[src/logic/mcmts_pkg.sv]
// constants, types and helpers shared by the memory test sequencer
`default_nettype none
package mcmts_pkg;

  // channel population: four sram channels first, then two ddr channels
  localparam int NUM_SRAM = 4;
  localparam int NUM_DDR  = 2;

  // clock of this block and the controller user clocks that the channels face
  localparam int MCLK_HZ           = 10_000_000;
  localparam int SRAM_MEM_CLK_KHZ  = 550_000;
  localparam int SRAM_USER_CLK_KHZ = 275_000;
  localparam int DDR_USER_CLK_KHZ  = 266_667;

  // memory sizes: sram word-address width, ddr space in bytes as a power of two
  localparam int SRAM_ADDR_W_DEF  = 21;
  localparam int DDR_SPACE_LOG2   = 32;
  localparam int DATA_W_DEF       = 32;

  // timing: ddr test window and blink half period
  localparam int TEST_WINDOW_MS   = 2000;
  localparam int TEST_WINDOW_CYC  = TEST_WINDOW_MS * (MCLK_HZ / 1000);
  localparam int BLINK_HALF_MS    = 250;
  localparam int BLINK_HALF_CYC   = BLINK_HALF_MS * (MCLK_HZ / 1000);

  // register map (byte addresses) on the axi4-lite port
  localparam int         AXI_ADDR_W = 8;
  localparam logic [7:0] REG_STATUS = 8'h00;
  localparam logic [7:0] REG_CLEAR  = 8'h04;
  localparam logic [7:0] REG_ENABLE = 8'h08;
  localparam logic [7:0] REG_CTRL   = 8'h0C;
  localparam logic [7:0] REG_RESULT = 8'h10;

  // field layout: status/enable/clear hold done[5:0] and fail[11:6]
  localparam int EVT_W        = 12;
  localparam int EVT_FAIL_LSB = 6;
  localparam int CTRL_START   = 0;
  localparam int RES_FAIL_LSB = 6;
  localparam int RES_BUSY_LSB = 12;
  localparam int RES_VIEW_BIT = 18;
  localparam logic [EVT_W-1:0] ENABLE_RST = 12'h000;

  // bus responses and pattern seed
  localparam logic [1:0]  RESP_OKAY    = 2'h0;
  localparam logic [1:0]  RESP_SLVERR  = 2'h2;
  localparam logic [31:0] PATTERN_SEED = 32'hACE1_5A3C;

  // per-channel sequencer phases
  typedef enum logic [1:0] {CH_IDLE, CH_WRITE, CH_READ, CH_DONE} mcmts_chan_t;

  // galois lfsr step, x^32+x^22+x^2+x+1
  function automatic logic [31:0] mcmts_lfsr(input logic [31:0] v);
    mcmts_lfsr = v[0] ? ((v >> 1) ^ 32'h8020_0003) : (v >> 1);
  endfunction : mcmts_lfsr

  // expand byte strobes into a bit mask
  function automatic logic [31:0] mcmts_mask(input logic [3:0] s);
    mcmts_mask = {{8{s[3]}}, {8{s[2]}}, {8{s[1]}}, {8{s[0]}}};
  endfunction : mcmts_mask

endpackage : mcmts_pkg
`default_nettype wire

[src/logic/mcmts_top.sv]
// multi-channel memory test sequencer with axi4-lite status and interrupt
`timescale 1ns/1ps
`default_nettype none

// Behaviour
// - write whole address space before any read
// - regenerate write sequence, compare every read word
// - each channel uses its own controller port
// - sram starts derive from restart button
// - restart held drives sram indicators off
// - passing sram channel lights its indicator
// - dark sram indicator after release means failure
// - indicators zero..three map sram A..D
// - each press relaunches a complete run
// - sram channels sized for half-rate user port
// - ddr channels quarter-rate, 4 GB space each
// - ddr start makes ddr and alive indicators blink
// - after window passing ddr indicator stays on
// - ddr indicator off after window means failure
// - alive indicator blinks from the block clock
// - ddr blinking only after calibration success
module mcmts_top #(
  parameter int          SRAM_ADDR_W        = mcmts_pkg::SRAM_ADDR_W_DEF,
  parameter int          DATA_W             = mcmts_pkg::DATA_W_DEF,
  parameter int unsigned TEST_WINDOW_CYCLES = mcmts_pkg::TEST_WINDOW_CYC,
  parameter int unsigned BLINK_HALF_CYCLES  = mcmts_pkg::BLINK_HALF_CYC,
  parameter int          DDR_ADDR_W         = mcmts_pkg::DDR_SPACE_LOG2 - $clog2(DATA_W / 8),
  parameter int          ADDR_W             = (SRAM_ADDR_W > DDR_ADDR_W) ? SRAM_ADDR_W : DDR_ADDR_W,
  parameter int          NCH                = mcmts_pkg::NUM_SRAM + mcmts_pkg::NUM_DDR
) (
  input  wire logic                                 mclk,
  input  wire logic                                 rst_b,
  input  wire logic                                 ce,
  input  wire logic                                 restartButton_b,
  input  wire logic                                 ddrStartButton_b,
  input  wire logic [mcmts_pkg::NUM_DDR-1:0]         calSuccess,
  output logic      [NCH-1:0][ADDR_W-1:0]            memAddress,
  output logic      [NCH-1:0]                        memWrite,
  output logic      [NCH-1:0]                        memRead,
  output logic      [NCH-1:0][DATA_W-1:0]            memWriteData,
  input  wire logic [NCH-1:0]                        memWaitRequest,
  input  wire logic [NCH-1:0][DATA_W-1:0]            memReadData,
  input  wire logic [NCH-1:0]                        memReadDataValid,
  output logic                                      resultIndicatorA,
  output logic                                      resultIndicatorB,
  output logic                                      resultIndicatorC,
  output logic                                      resultIndicatorDOrClockAlive,
  output logic                                      irq,
  input  wire logic [mcmts_pkg::AXI_ADDR_W-1:0]      s_axi_awaddr,
  input  wire logic                                 s_axi_awvalid,
  output logic                                      s_axi_awready,
  input  wire logic [31:0]                          s_axi_wdata,
  input  wire logic [3:0]                           s_axi_wstrb,
  input  wire logic                                 s_axi_wvalid,
  output logic                                      s_axi_wready,
  output logic      [1:0]                           s_axi_bresp,
  output logic                                      s_axi_bvalid,
  input  wire logic                                 s_axi_bready,
  input  wire logic [mcmts_pkg::AXI_ADDR_W-1:0]      s_axi_araddr,
  input  wire logic                                 s_axi_arvalid,
  output logic                                      s_axi_arready,
  output logic      [31:0]                          s_axi_rdata,
  output logic      [1:0]                           s_axi_rresp,
  output logic                                      s_axi_rvalid,
  input  wire logic                                 s_axi_rready
);
  import mcmts_pkg::*;

  // last word address per channel type; sram sized for the half-rate port
  localparam logic [ADDR_W-1:0] SRAM_LAST = ADDR_W'((64'd1 << SRAM_ADDR_W) - 64'd1);
  localparam logic [ADDR_W-1:0] DDR_LAST  = ADDR_W'((64'd1 << DDR_ADDR_W) - 64'd1);
  localparam int                REP       = DATA_W / 32;

  // whole state of the block in one register
  typedef struct packed {
    logic [1:0]                   rstSync;    // restart button synchroniser
    logic [1:0]                   ddrSync;    // ddr start button synchroniser
    logic                         rstLast;    // previous synced restart level
    logic                         ddrLast;    // previous synced ddr start level
    logic                         ddrView;    // indicators show the ddr run
    mcmts_chan_t [NCH-1:0]        st;         // channel phase
    logic [NCH-1:0][ADDR_W-1:0]   addr;       // request address
    logic [NCH-1:0][ADDR_W-1:0]   chkAddr;    // address of next returned word
    logic [NCH-1:0][31:0]         genLfsr;    // pattern for issued writes
    logic [NCH-1:0][31:0]         chkLfsr;    // pattern for returned reads
    logic [NCH-1:0]               wr;         // write request held
    logic [NCH-1:0]               rd;         // read request held
    logic [NCH-1:0]               fail;       // sticky mismatch
    logic [NCH-1:0]               pass;       // run finished clean
    logic [NCH-1:0]               pend;       // start waiting on calibration
    logic [31:0]                  winCnt;     // ddr window counter
    logic                         winDone;    // ddr window elapsed
    logic [31:0]                  blinkCnt;   // blink divider
    logic                         blink;      // blink phase
    logic [3:0]                   led;        // indicator drive
    logic [EVT_W-1:0]             status;     // sticky events
    logic [EVT_W-1:0]             irqEn;      // interrupt enables
    logic                         irq;        // interrupt level
    logic                         awHeld;     // write address captured
    logic                         wHeld;      // write data captured
    logic [AXI_ADDR_W-1:0]        awAddr;
    logic [31:0]                  wData;
    logic [3:0]                   wStrb;
    logic                         awReady;
    logic                         wReady;
    logic                         bValid;
    logic [1:0]                   bResp;
    logic                         arReady;
    logic                         rValid;
    logic [31:0]                  rData;
    logic [1:0]                   rResp;
  } mcmts_state_t;

  mcmts_state_t q;                 // registered state
  mcmts_state_t d;                 // next state
  logic [NCH-1:0] chStart;         // channel launch this cycle
  logic           ddrPress;        // falling edge of the ddr start button
  logic           sramHeld;        // restart button held down
  logic           swStart;         // software start written to control

  // outputs straight from the state register; one port per controller
  assign memAddress    = q.addr;
  assign memWrite      = q.wr;
  assign memRead       = q.rd;
  assign resultIndicatorA             = q.led[0];
  assign resultIndicatorB             = q.led[1];
  assign resultIndicatorC             = q.led[2];
  assign resultIndicatorDOrClockAlive = q.led[3];
  assign irq           = q.irq;
  assign s_axi_awready = q.awReady;
  assign s_axi_wready  = q.wReady;
  assign s_axi_bresp   = q.bResp;
  assign s_axi_bvalid  = q.bValid;
  assign s_axi_arready = q.arReady;
  assign s_axi_rdata   = q.rData;
  assign s_axi_rresp   = q.rResp;
  assign s_axi_rvalid  = q.rValid;

  // write data is the generator word, widened by replication
  for (genvar g = 0; g < NCH; g++) begin : gen_wdata
    assign memWriteData[g] = {REP{q.genLfsr[g]}};
  end

  // next-state logic for buttons, channels, indicators and the bus slave
  always_comb begin
    logic [ADDR_W-1:0]  last;
    logic [31:0]        seed;
    logic               miss;
    logic               ddrOn;
    logic [EVT_W-1:0]   evt;
    logic [EVT_W-1:0]   clr;
    logic [31:0]        mask;
    logic               wrOk;
    last  = '0;
    seed  = '0;
    miss  = 1'b0;
    ddrOn = 1'b0;
    evt   = '0;
    clr   = '0;
    mask  = '0;
    wrOk  = 1'b0;
    d       = q;
    swStart = 1'b0;
    chStart = '0;

    // buttons: only the second stage is looked at
    d.rstSync = {q.rstSync[0], restartButton_b};
    d.ddrSync = {q.ddrSync[0], ddrStartButton_b};
    d.rstLast = q.rstSync[1];
    d.ddrLast = q.ddrSync[1];
    sramHeld  = !q.rstSync[1];
    ddrPress  = q.ddrLast && !q.ddrSync[1];

    // axi write: capture address and data in either order
    if (q.bValid && s_axi_bready) begin
      d.bValid = 1'b0;
    end
    if (s_axi_awvalid && q.awReady) begin
      d.awHeld = 1'b1;
      d.awAddr = s_axi_awaddr;
    end
    if (s_axi_wvalid && q.wReady) begin
      d.wHeld = 1'b1;
      d.wData = s_axi_wdata;
      d.wStrb = s_axi_wstrb;
    end
    if (q.awHeld && q.wHeld && !q.bValid) begin
      mask = mcmts_mask(q.wStrb);
      wrOk = 1'b1;
      case (q.awAddr)
        REG_CLEAR:  clr = q.wData[EVT_W-1:0] & mask[EVT_W-1:0];
        REG_ENABLE: d.irqEn = (q.irqEn & ~mask[EVT_W-1:0]) | (q.wData[EVT_W-1:0] & mask[EVT_W-1:0]);
        REG_CTRL:   swStart = q.wData[CTRL_START] && q.wStrb[0];
        REG_STATUS, REG_RESULT: wrOk = 1'b1; // read-only, write ignored
        default:    wrOk = 1'b0;
      endcase
      d.bValid = 1'b1;
      d.bResp  = wrOk ? RESP_OKAY : RESP_SLVERR;
      d.awHeld = 1'b0;
      d.wHeld  = 1'b0;
    end
    d.awReady = !d.awHeld && !d.bValid;
    d.wReady  = !d.wHeld && !d.bValid;

    // sram view on restart press, ddr view on ddr start press
    if (!q.rstSync[1] && q.rstLast) begin
      d.ddrView = 1'b0;
    end
    if (ddrPress) begin
      d.ddrView = 1'b1;
      d.winCnt  = '0;
      d.winDone = 1'b0;
    end else if (!q.winDone) begin
      d.winCnt  = q.winCnt + 32'd1;
      d.winDone = (q.winCnt == 32'(TEST_WINDOW_CYCLES - 1));
    end

    // per-channel sequencers
    for (int i = 0; i < NCH; i++) begin
      last = (i < NUM_SRAM) ? SRAM_LAST : DDR_LAST;
      seed = PATTERN_SEED ^ 32'(i);
      if (i < NUM_SRAM) begin
        // release of restart, or software start while not held
        chStart[i] = !sramHeld && ((q.rstSync[1] && !q.rstLast) || swStart);
      end else begin
        // ddr press arms the channel; launch waits for calibration
        if (ddrPress || swStart) begin
          d.pend[i] = 1'b1;
        end
        chStart[i] = d.pend[i] && calSuccess[i-NUM_SRAM];
      end

      if (i < NUM_SRAM && sramHeld) begin
        // held button parks the sram channel and clears its result
        d.st[i]   = CH_IDLE;
        d.wr[i]   = 1'b0;
        d.rd[i]   = 1'b0;
        d.fail[i] = 1'b0;
        d.pass[i] = 1'b0;
      end else if (chStart[i]) begin
        // fresh run: write phase from address zero, seeded generator
        d.st[i]      = CH_WRITE;
        d.addr[i]    = '0;
        d.chkAddr[i] = '0;
        d.genLfsr[i] = seed;
        d.wr[i]      = 1'b1;
        d.rd[i]      = 1'b0;
        d.fail[i]    = 1'b0;
        d.pass[i]    = 1'b0;
        d.pend[i]    = 1'b0;
      end else if (i >= NUM_SRAM && ddrPress) begin
        // pending on calibration: hold idle, result cleared
        d.st[i]   = CH_IDLE;
        d.wr[i]   = 1'b0;
        d.rd[i]   = 1'b0;
        d.fail[i] = 1'b0;
        d.pass[i] = 1'b0;
      end else begin
        case (q.st[i])
          CH_WRITE: begin
            // a request is taken when waitrequest is low
            if (q.wr[i] && !memWaitRequest[i]) begin
              if (q.addr[i] == last) begin
                d.wr[i]      = 1'b0;
                d.st[i]      = CH_READ;
                d.addr[i]    = '0;
                d.rd[i]      = 1'b1;
                d.chkLfsr[i] = seed;
              end else begin
                d.addr[i]    = q.addr[i] + ADDR_W'(1);
                d.genLfsr[i] = mcmts_lfsr(q.genLfsr[i]);
              end
            end
          end
          CH_READ: begin
            // issue side walks addresses while replies stream back
            if (q.rd[i] && !memWaitRequest[i]) begin
              if (q.addr[i] == last) begin
                d.rd[i] = 1'b0;
              end else begin
                d.addr[i] = q.addr[i] + ADDR_W'(1);
              end
            end
            if (memReadDataValid[i]) begin
              miss = (memReadData[i] != {REP{q.chkLfsr[i]}});
              if (miss) begin
                d.fail[i] = 1'b1;
              end
              if (q.chkAddr[i] == last) begin
                d.st[i]   = CH_DONE;
                d.pass[i] = !(q.fail[i] || miss);
                evt[i]    = 1'b1;
                evt[EVT_FAIL_LSB+i] = q.fail[i] || miss;
              end else begin
                d.chkAddr[i] = q.chkAddr[i] + ADDR_W'(1);
                d.chkLfsr[i] = mcmts_lfsr(q.chkLfsr[i]);
              end
            end
          end
          CH_DONE:  d.st[i] = CH_DONE;
          CH_IDLE:  d.st[i] = CH_IDLE;
          default:  d.st[i] = CH_IDLE;
        endcase
      end
    end

    // blink divider runs from the block clock, so a dead clock shows steady
    if (q.blinkCnt == 32'(BLINK_HALF_CYCLES - 1)) begin
      d.blinkCnt = '0;
      d.blink    = !q.blink;
    end else begin
      d.blinkCnt = q.blinkCnt + 32'd1;
    end

    // indicators
    if (!d.ddrView) begin
      for (int k = 0; k < NUM_SRAM; k++) begin
        // dark while held; afterwards dark also means a failed run
        d.led[k] = !sramHeld && d.pass[k];
      end
    end else begin
      d.led[0] = 1'b0;
      for (int k = 0; k < NUM_DDR; k++) begin
        ddrOn = (d.pend[NUM_SRAM+k] || d.st[NUM_SRAM+k] != CH_IDLE) && calSuccess[k];
        // after the window only a passing channel stays lit
        d.led[1+k] = d.winDone ? d.pass[NUM_SRAM+k]
                               : (ddrOn && d.blink);
      end
      d.led[3] = d.blink;
    end

    // sticky events: a set in the same cycle as its clear wins
    d.status = (q.status & ~clr) | evt;
    d.irq    = |(d.status & d.irqEn);

    // axi read: one outstanding, answered the cycle after the address
    if (q.rValid && s_axi_rready) begin
      d.rValid = 1'b0;
    end
    if (s_axi_arvalid && q.arReady) begin
      d.rValid = 1'b1;
      d.rResp  = RESP_OKAY;
      d.rData  = '0;
      case (s_axi_araddr)
        REG_STATUS: d.rData[EVT_W-1:0] = q.status;
        REG_ENABLE: d.rData[EVT_W-1:0] = q.irqEn;
        REG_CLEAR, REG_CTRL: d.rData = '0;
        REG_RESULT: begin
          for (int k = 0; k < NCH; k++) begin
            d.rData[k]              = q.pass[k];
            d.rData[RES_FAIL_LSB+k] = q.fail[k];
            d.rData[RES_BUSY_LSB+k] = (q.st[k] == CH_WRITE) || (q.st[k] == CH_READ);
          end
          d.rData[RES_VIEW_BIT] = q.ddrView;
        end
        default: d.rResp = RESP_SLVERR;
      endcase
    end
    d.arReady = !d.rValid;
  end

  // state register; clock enable freezes everything
  always_ff @(posedge mclk or negedge rst_b) begin
    if (!rst_b) begin
      q         <= '0;
      q.rstSync <= 2'h3;
      q.ddrSync <= 2'h3;
      q.rstLast <= 1'b1;
      q.ddrLast <= 1'b1;
      q.irqEn   <= ENABLE_RST;
    end else if (ce) begin
      q <= d;
    end
  end
endmodule : mcmts_top
`default_nettype wire

[config.mk]
export PLATFORM = sky130hd
export DESIGN_NAME = mcmts_top
export DESIGN_NICKNAME = d
export VERILOG_FILES = /design/src/logic/mcmts_pkg.sv /design/src/logic/mcmts_top.sv
export SDC_FILE = /design/constraint.sdc
export NUM_CORES = 2
export LEC_CHECK = 0
export CAP_MARGIN = 20
export CORE_MARGIN = 2
export CORE_UTILIZATION = 49
export CTS_BUF_LIST = sky130_fd_sc_hd__clkbuf_16
export DETAILED_ROUTE_END_ITERATION = 7
export DONT_BUFFER_PORTS = 1
export PLACE_DENSITY = 0.64
export SYNTH_ARGS = -nofsm -noshare
export SYNTH_HDL_FRONTEND = slang
export SYNTH_SLANG_ARGS = --single-unit
[constraint.sdc]
create_clock -name mclk -period 4.7 [get_ports mclk]
set_clock_uncertainty 0.1 [all_clocks]
set_input_delay 0.235 -clock mclk [delete_from_list [all_inputs] [get_ports mclk]]
set_output_delay 0.235 -clock mclk [all_outputs]
set_load 0.005 [all_outputs]
After elaboration in Yosys (flattened, before gate mapping) --
Cells that the tools add are included.
Word-level totals: input bits 268, register bits after elaboration 936
Operators by class: bitwise gates (word level) 24, reductions and logical operators 187, add/subtract/negate cells 14, equal/unequal tests 163, mux-type cells 392
Operators by type and width (count):
- $mux W32 | 63
- $mux W30 | 58
- $pmux W32 S2 | 6
- $add A30 B1 Y30 const B | 12
- $pmux W30 S2 | 6
- $eq A30 B21 Y1 const B | 8
- $mux W1 | 197
- $ne A32 B32 Y1 | 6
- $ne A4 B4 Y1 const B | 32
- $eq A30 B30 Y1 const B | 4
- $reduce_and A5 Y1 | 16
- $mux W2 | 39
- $ne A2 B2 Y1 const B | 38
- $reduce_and A6 Y1 | 12
- $mux W33 | 2
- $add A32 B1 Y32 const B | 2
- $reduce_bool A2 Y1 | 32
- $ne A3 B1 Y1 const B | 20
- $ne A3 B3 Y1 const B | 18
- $reduce_bool A3 Y1 | 18
- $and A12 B12 Y12 | 4
- $mux W12 | 4
- $not A3 Y4 | 12
- $pmux W2 S4 | 6
- 30 further kinds | 165

Logic depth before layout (Yosys ltp) --
depth after elaboration 13, gate-level depth with buffers 12, gate-level depth less buffers 9

Worst setup path before layout --
No wires, ideal clock.
path kind register to register, from register q[84] (netlist bit), to register q (netlist bit irq), path slack 1.864 ns, cell stages (with the launch flop) 9, required time 4.457 ns, arrival 2.594 ns, clock period less this slack 2.836 ns, cell sequence dfrtp_1 > or4_4 > or4_1 > buf_6 > mux2_4 > a221oi_2 > o31ai_1 > nor4b_2 > a41oi_1
On the way: word-level cells in the longest chain between the ends 10
RTL lines:
- from (decl) | line mcmts_top.sv:114 | mcmts_state_t q;
- $eq A8 B4 Y1 | line mcmts_top.sv:190 | case (q.awAddr)
- $mux W1 | line mcmts_top.sv:190
- $mux W1 | line mcmts_top.sv:187 | if (q.awHeld && q.wHeld && !q.bValid) begin
- $logic_or A1 B1 Y1 (on tied branches) | line mcmts_top.sv:224, mcmts_top.sv:227
- $logic_and A1 B1 Y1 or $mux W1 (tied branches) | line mcmts_top.sv:224, mcmts_top.sv:227
- $mux W1 or $logic_and A1 B1 Y1 (tied branches) | line mcmts_top.sv:240, mcmts_top.sv:230
- $mux W1 (on tied branches) | line mcmts_top.sv:233, mcmts_top.sv:240
- $or A12 B12 Y12 | line mcmts_top.sv:333 | d.status = (q.status & ~clr) | evt;
- $and A12 B12 Y12 (*) | line mcmts_top.sv:334 | d.irq = |(d.status & d.irqEn);
- $reduce_or A12 Y1 (*) | line mcmts_top.sv:334
Every way passes the cells marked *; elsewhere a longest branch is shown, timed or not. A chain may end at the register's enable or synchronous reset.

Worst setup path in the final report --
from register q[381] (netlist bit), to register q[193] (netlist bit)
On the way: word-level cells in the longest chain between the ends 8
RTL lines:
- $ne A32 B32 Y1 | line mcmts_top.sv:285 | miss = (memReadData[i] != {REP{q.chkLfsr[i]}});
- $logic_or A1 B1 Y1 | line mcmts_top.sv:291 | d.pass[i] = !(q.fail[i] || miss);
- $logic_not A1 Y1 | line mcmts_top.sv:291
- $mux W1 | line mcmts_top.sv:289 | if (q.chkAddr[i] == last) begin
- $mux W1 | line mcmts_top.sv:284 | if (memReadDataValid[i]) begin
- $mux W1 | line mcmts_top.sv:259 | case (q.st[i])
- $mux W1 | line mcmts_top.sv:251 | end else if (i >= NUM_SRAM && ddrPress) begin
- $mux W1 | line mcmts_top.sv:240 | end else if (chStart[i]) begin
Every way passes these cells.

==> results.sh <==
export IMPL_cts_resized=0
export IMPL_hold_start="s_axi_araddr[3]"
export IMPL_slowest_delay_ns=0.69
export IMPL_drc=0
export IMPL_ys_warn_count=0
export IMPL_cts_buffers_inserted=104
export IMPL_hold_path_end="s_axi_rdata[4]"
export IMPL_crit_path_start_kind="register"
export IMPL_power_w=0.0251
export IMPL_cts_tree="done"
export IMPL_grt_remaining_overflow=0
export IMPL_vias=39400
export IMPL_num_rows=117
export IMPL_crit_required_ns=5.23
export IMPL_path_cells="xnor2_1 -> nand4_1 -> dlygate4sd3_1 -> or3_1 -> dlygate4sd3_1 -> nor3_1 -> dlygate4sd3_1 -> nand4_1 -> nand2_1"
export IMPL_fillers=9246
export IMPL_swShare_pct=33.0
export IMPL_ios=698
export IMPL_hold_viol_final=1
export IMPL_hold_buffers=75
export IMPL_track_usage_pct=25.4
export IMPL_firstDrtPassIters=6
export IMPL_ys_flop_type="dfrtp_1"
export IMPL_numPortBuffers=0
export IMPL_routed_wl_mm=138
export IMPL_status="finished, violations left"
export IMPL_clkTransAtPathRegs_ns=0.06
export IMPL_ant_nets=0
export IMPL_synth_area_per_cell_um2=8.96
export IMPL_relSlewSlack_pct=12.8
export IMPL_path_buf_inv=3
export IMPL_crit_path_start="q[381]"
export IMPL_multi_input_area_um2=22600
export IMPL_fin_setup_tns_ns=0
export IMPL_slew_viol_final=0
export IMPL_start_util_pct=49.5
export IMPL_rsz0062_at_grt="no"
export IMPL_cap_violations=0
export IMPL_powerDensity_nw_per_um2=470
export IMPL_grt_pass1_vias=37000
export IMPL_cp_max_fo=5
export IMPL_regArea_um2=23400
export IMPL_worst_pin_slew_ns=1.31
export IMPL_place_ws_ns=1.01
export IMPL_p_int_w=0.0168
export IMPL_r2r_slack_ns=0.87
export IMPL_ys_seq_area_share_pct=46.3
export IMPL_syn_cell_area_um2=50500
export IMPL_fmax_ghz=0.261
export IMPL_fin_ws_ns=0.874
export IMPL_layout_drive_gt1_share_pct=7.12
export IMPL_die_x_um=325
export IMPL_grt_max_degree=935
export IMPL_cts_setup_buffers=0
export IMPL_r2r_end="q[193]"
export IMPL_rr_startpoint="q[381]"
export IMPL_worstRegToRegCells=9
export IMPL_grt_pass1_wl_mm=218
export IMPL_synthCells=5641
export IMPL_wl_per_cell_um=20.7
export IMPL_layout_min_cycle_time_ns=3.83
export IMPL_final_util_pct=52.3
export IMPL_clk_insertion_delay_late_ns=0.70
export IMPL_gp_congestion=0.871
export IMPL_clock_sinks=934
export IMPL_crit_family="buffers and inverters"
export IMPL_ys_ff_latch=934
export IMPL_syn_to_final_growth_pct=5.62
export IMPL_yosys_cell_types_count=97
export IMPL_nets=5525
export IMPL_drt_iter0_markers=3313
export IMPL_timing_hold_ws_ns=-0.00610
export IMPL_worst_setup_path_end_kind="register"
export IMPL_p_seq_share_pct=46.7
export IMPL_hold_depth=4
export IMPL_avgViaCountPerCell=5.90
export IMPL_synth_async_reset_ratio_pct=100
export IMPL_path_common_cell="dlygate4sd3_1"
export IMPL_violations="hold timing"
export IMPL_cp_arrival_ns=4.36
export IMPL_fp_coreArea_um2=102000
export IMPL_comb_power_share_pct=18.3
export IMPL_antenna_found_initial=15
export IMPL_ir_worst_vdd_v=0.000330
export IMPL_cts_root_buf="clkbuf_16"
export IMPL_cts_buffer_depth=3
export IMPL_hp_class="in2reg"
export IMPL_dieArea_um2=106000
export IMPL_hpwl_mm=93.5
export IMPL_pwr_share_clk_pct=35.0
export IMPL_min_period_over_period_pct=81.4
export IMPL_critPathKind="reg2reg"
export IMPL_die_y_um=325
export IMPL_power_switching_w=0.00827
export IMPL_setup_viol=0
export IMPL_synth_edf_count=0
export IMPL_cts_htree_levels=3
export IMPL_slowest_stage="dlygate4sd3_1"
export IMPL_p_leak_nw=22.6
==> cell usage in the layout (no fill, tap or decap), types with 45 or more instances in the layout <==
cell           instances
xnor2_1              232
nor4_1                83
nand3_1              261
dlygate4sd3_1         77
a22o_1                69
xor2_1               149
or3_1                 45
nor3_1                82
a31oi_1              134
o31ai_1              102
o21ai_0              363
dfrtp_1              928
buf_4                 78
nand4_1              134
a21oi_1              167
and3_1                81
nor2_1               516
o21ai_1              186
clkbuf_16            104
nand2_1              728
inv_1                140
==> cells in the mapped netlist, drive strengths merged (134+ instances only) <==
library cell | number | area, um^2
buf | 472 | 3400
nor2 | 524 | 1980
xnor2 | 232 | 2030
a31oi | 134 | 838
nand4 | 135 | 851
dfrtp | 928 | 23200
xor2 | 149 | 1310
a21oi | 169 | 846
o21ai | 558 | 2800
clkbuf | 230 | 865
nand2 | 731 | 2740
nand3 | 261 | 1310
==> stage by stage <==
step / area, um^2 / cells
3_3_place_gp: 48700 / 6398
6_report: 53400 / 6680
2_1_floorplan: 50600 / 5655
3_5_place_dp: 48700 / 6398
4_1_cts: 53200 / 6664
5_1_grt: 53400 / 6680
==> worst reg2reg max path: stages (launching register included) <==
cell and delay [ns]:
dfrtp_1 0.41, xnor2_1 0.20, nand4_1 0.10, dlygate4sd3_1 0.56, or3_1 0.31, dlygate4sd3_1 0.58, nor3_1 0.61, dlygate4sd3_1 0.69
nand4_1 0.10, nand2_1 0.09
==> final cells by class <==
cell class	count	area share, %
Antenna cell	6	0.0281
Clock buffer	104	4.88
Clock inverter	87	2.00
Inverter	133	0.935
Multi-Input combinational cell	3886	42.3
Sequential cell	934	43.8
Tap cell	1368	3.21
Timing Repair Buffer	162	2.87
==> power by group through the flow <==
stage          combinational (W)  clock, W  sequential [W]
3_3_place_gp             0.00413         0          0.0118
3_5_place_dp             0.00428         0          0.0118
6_report                 0.00459   0.00878          0.0117
2_1_floorplan            0.00457         0          0.0109
5_1_grt                  0.00526   0.00928          0.0119
4_1_cts                  0.00443   0.00896          0.0117
==> flip-flops by register name (all words and copies together), names as in the netlist, 4 cells and up <==
signal        count
q               515
memRead           6
s_axi_rdata      19
memAddress      180
memWriteData    192
memWrite          6
d                 4
==> kinds of logic (layout without fill, tap and decap cells) <==
kind of cell	count (synthesis)	after routing	share of synthesized area (%)
other	1	21	0.00742
adder cells (fa/ha/maj)	36	36	0.891
AND/OR/NAND/NOR	2144	2144	20.1
AO/OA/AOI/OAI	1221	1221	14.8
buffers and inverters	835	486	9.43
XOR/XNOR	381	381	6.60
multiplexers	89	89	1.88
flip-flops	934	934	46.3
==> routing by layer <==
layer / vias to the layer above / share of wire (%) / GRT usage (%) / routed length (um)
met5: - / 0.065 / 0 / 90
li1: 18600 / - / - / -
met4: 14 / 2.4 / 7.23 / 3310
met3: 208 / 7.5 / 6.11 / 10300
met1: 19500 / 45 / 35.4 / 61700
met2: 1113 / 45 / 39.4 / 62800
==> worst max-delay path by stage <==
stage | endpoint | slack, ns | cells after the start
detailed placement | q[227] | 1.01 | 9
floorplan | irq | 1.86 | 8
CTS | q[193] | 0.90 | 9
finish | q[193] | 0.87 | 9
global route | q[229] | 0.64 | 9
global placement | q[228] | 1.04 | 9
(Power assumes the default switching activity.)
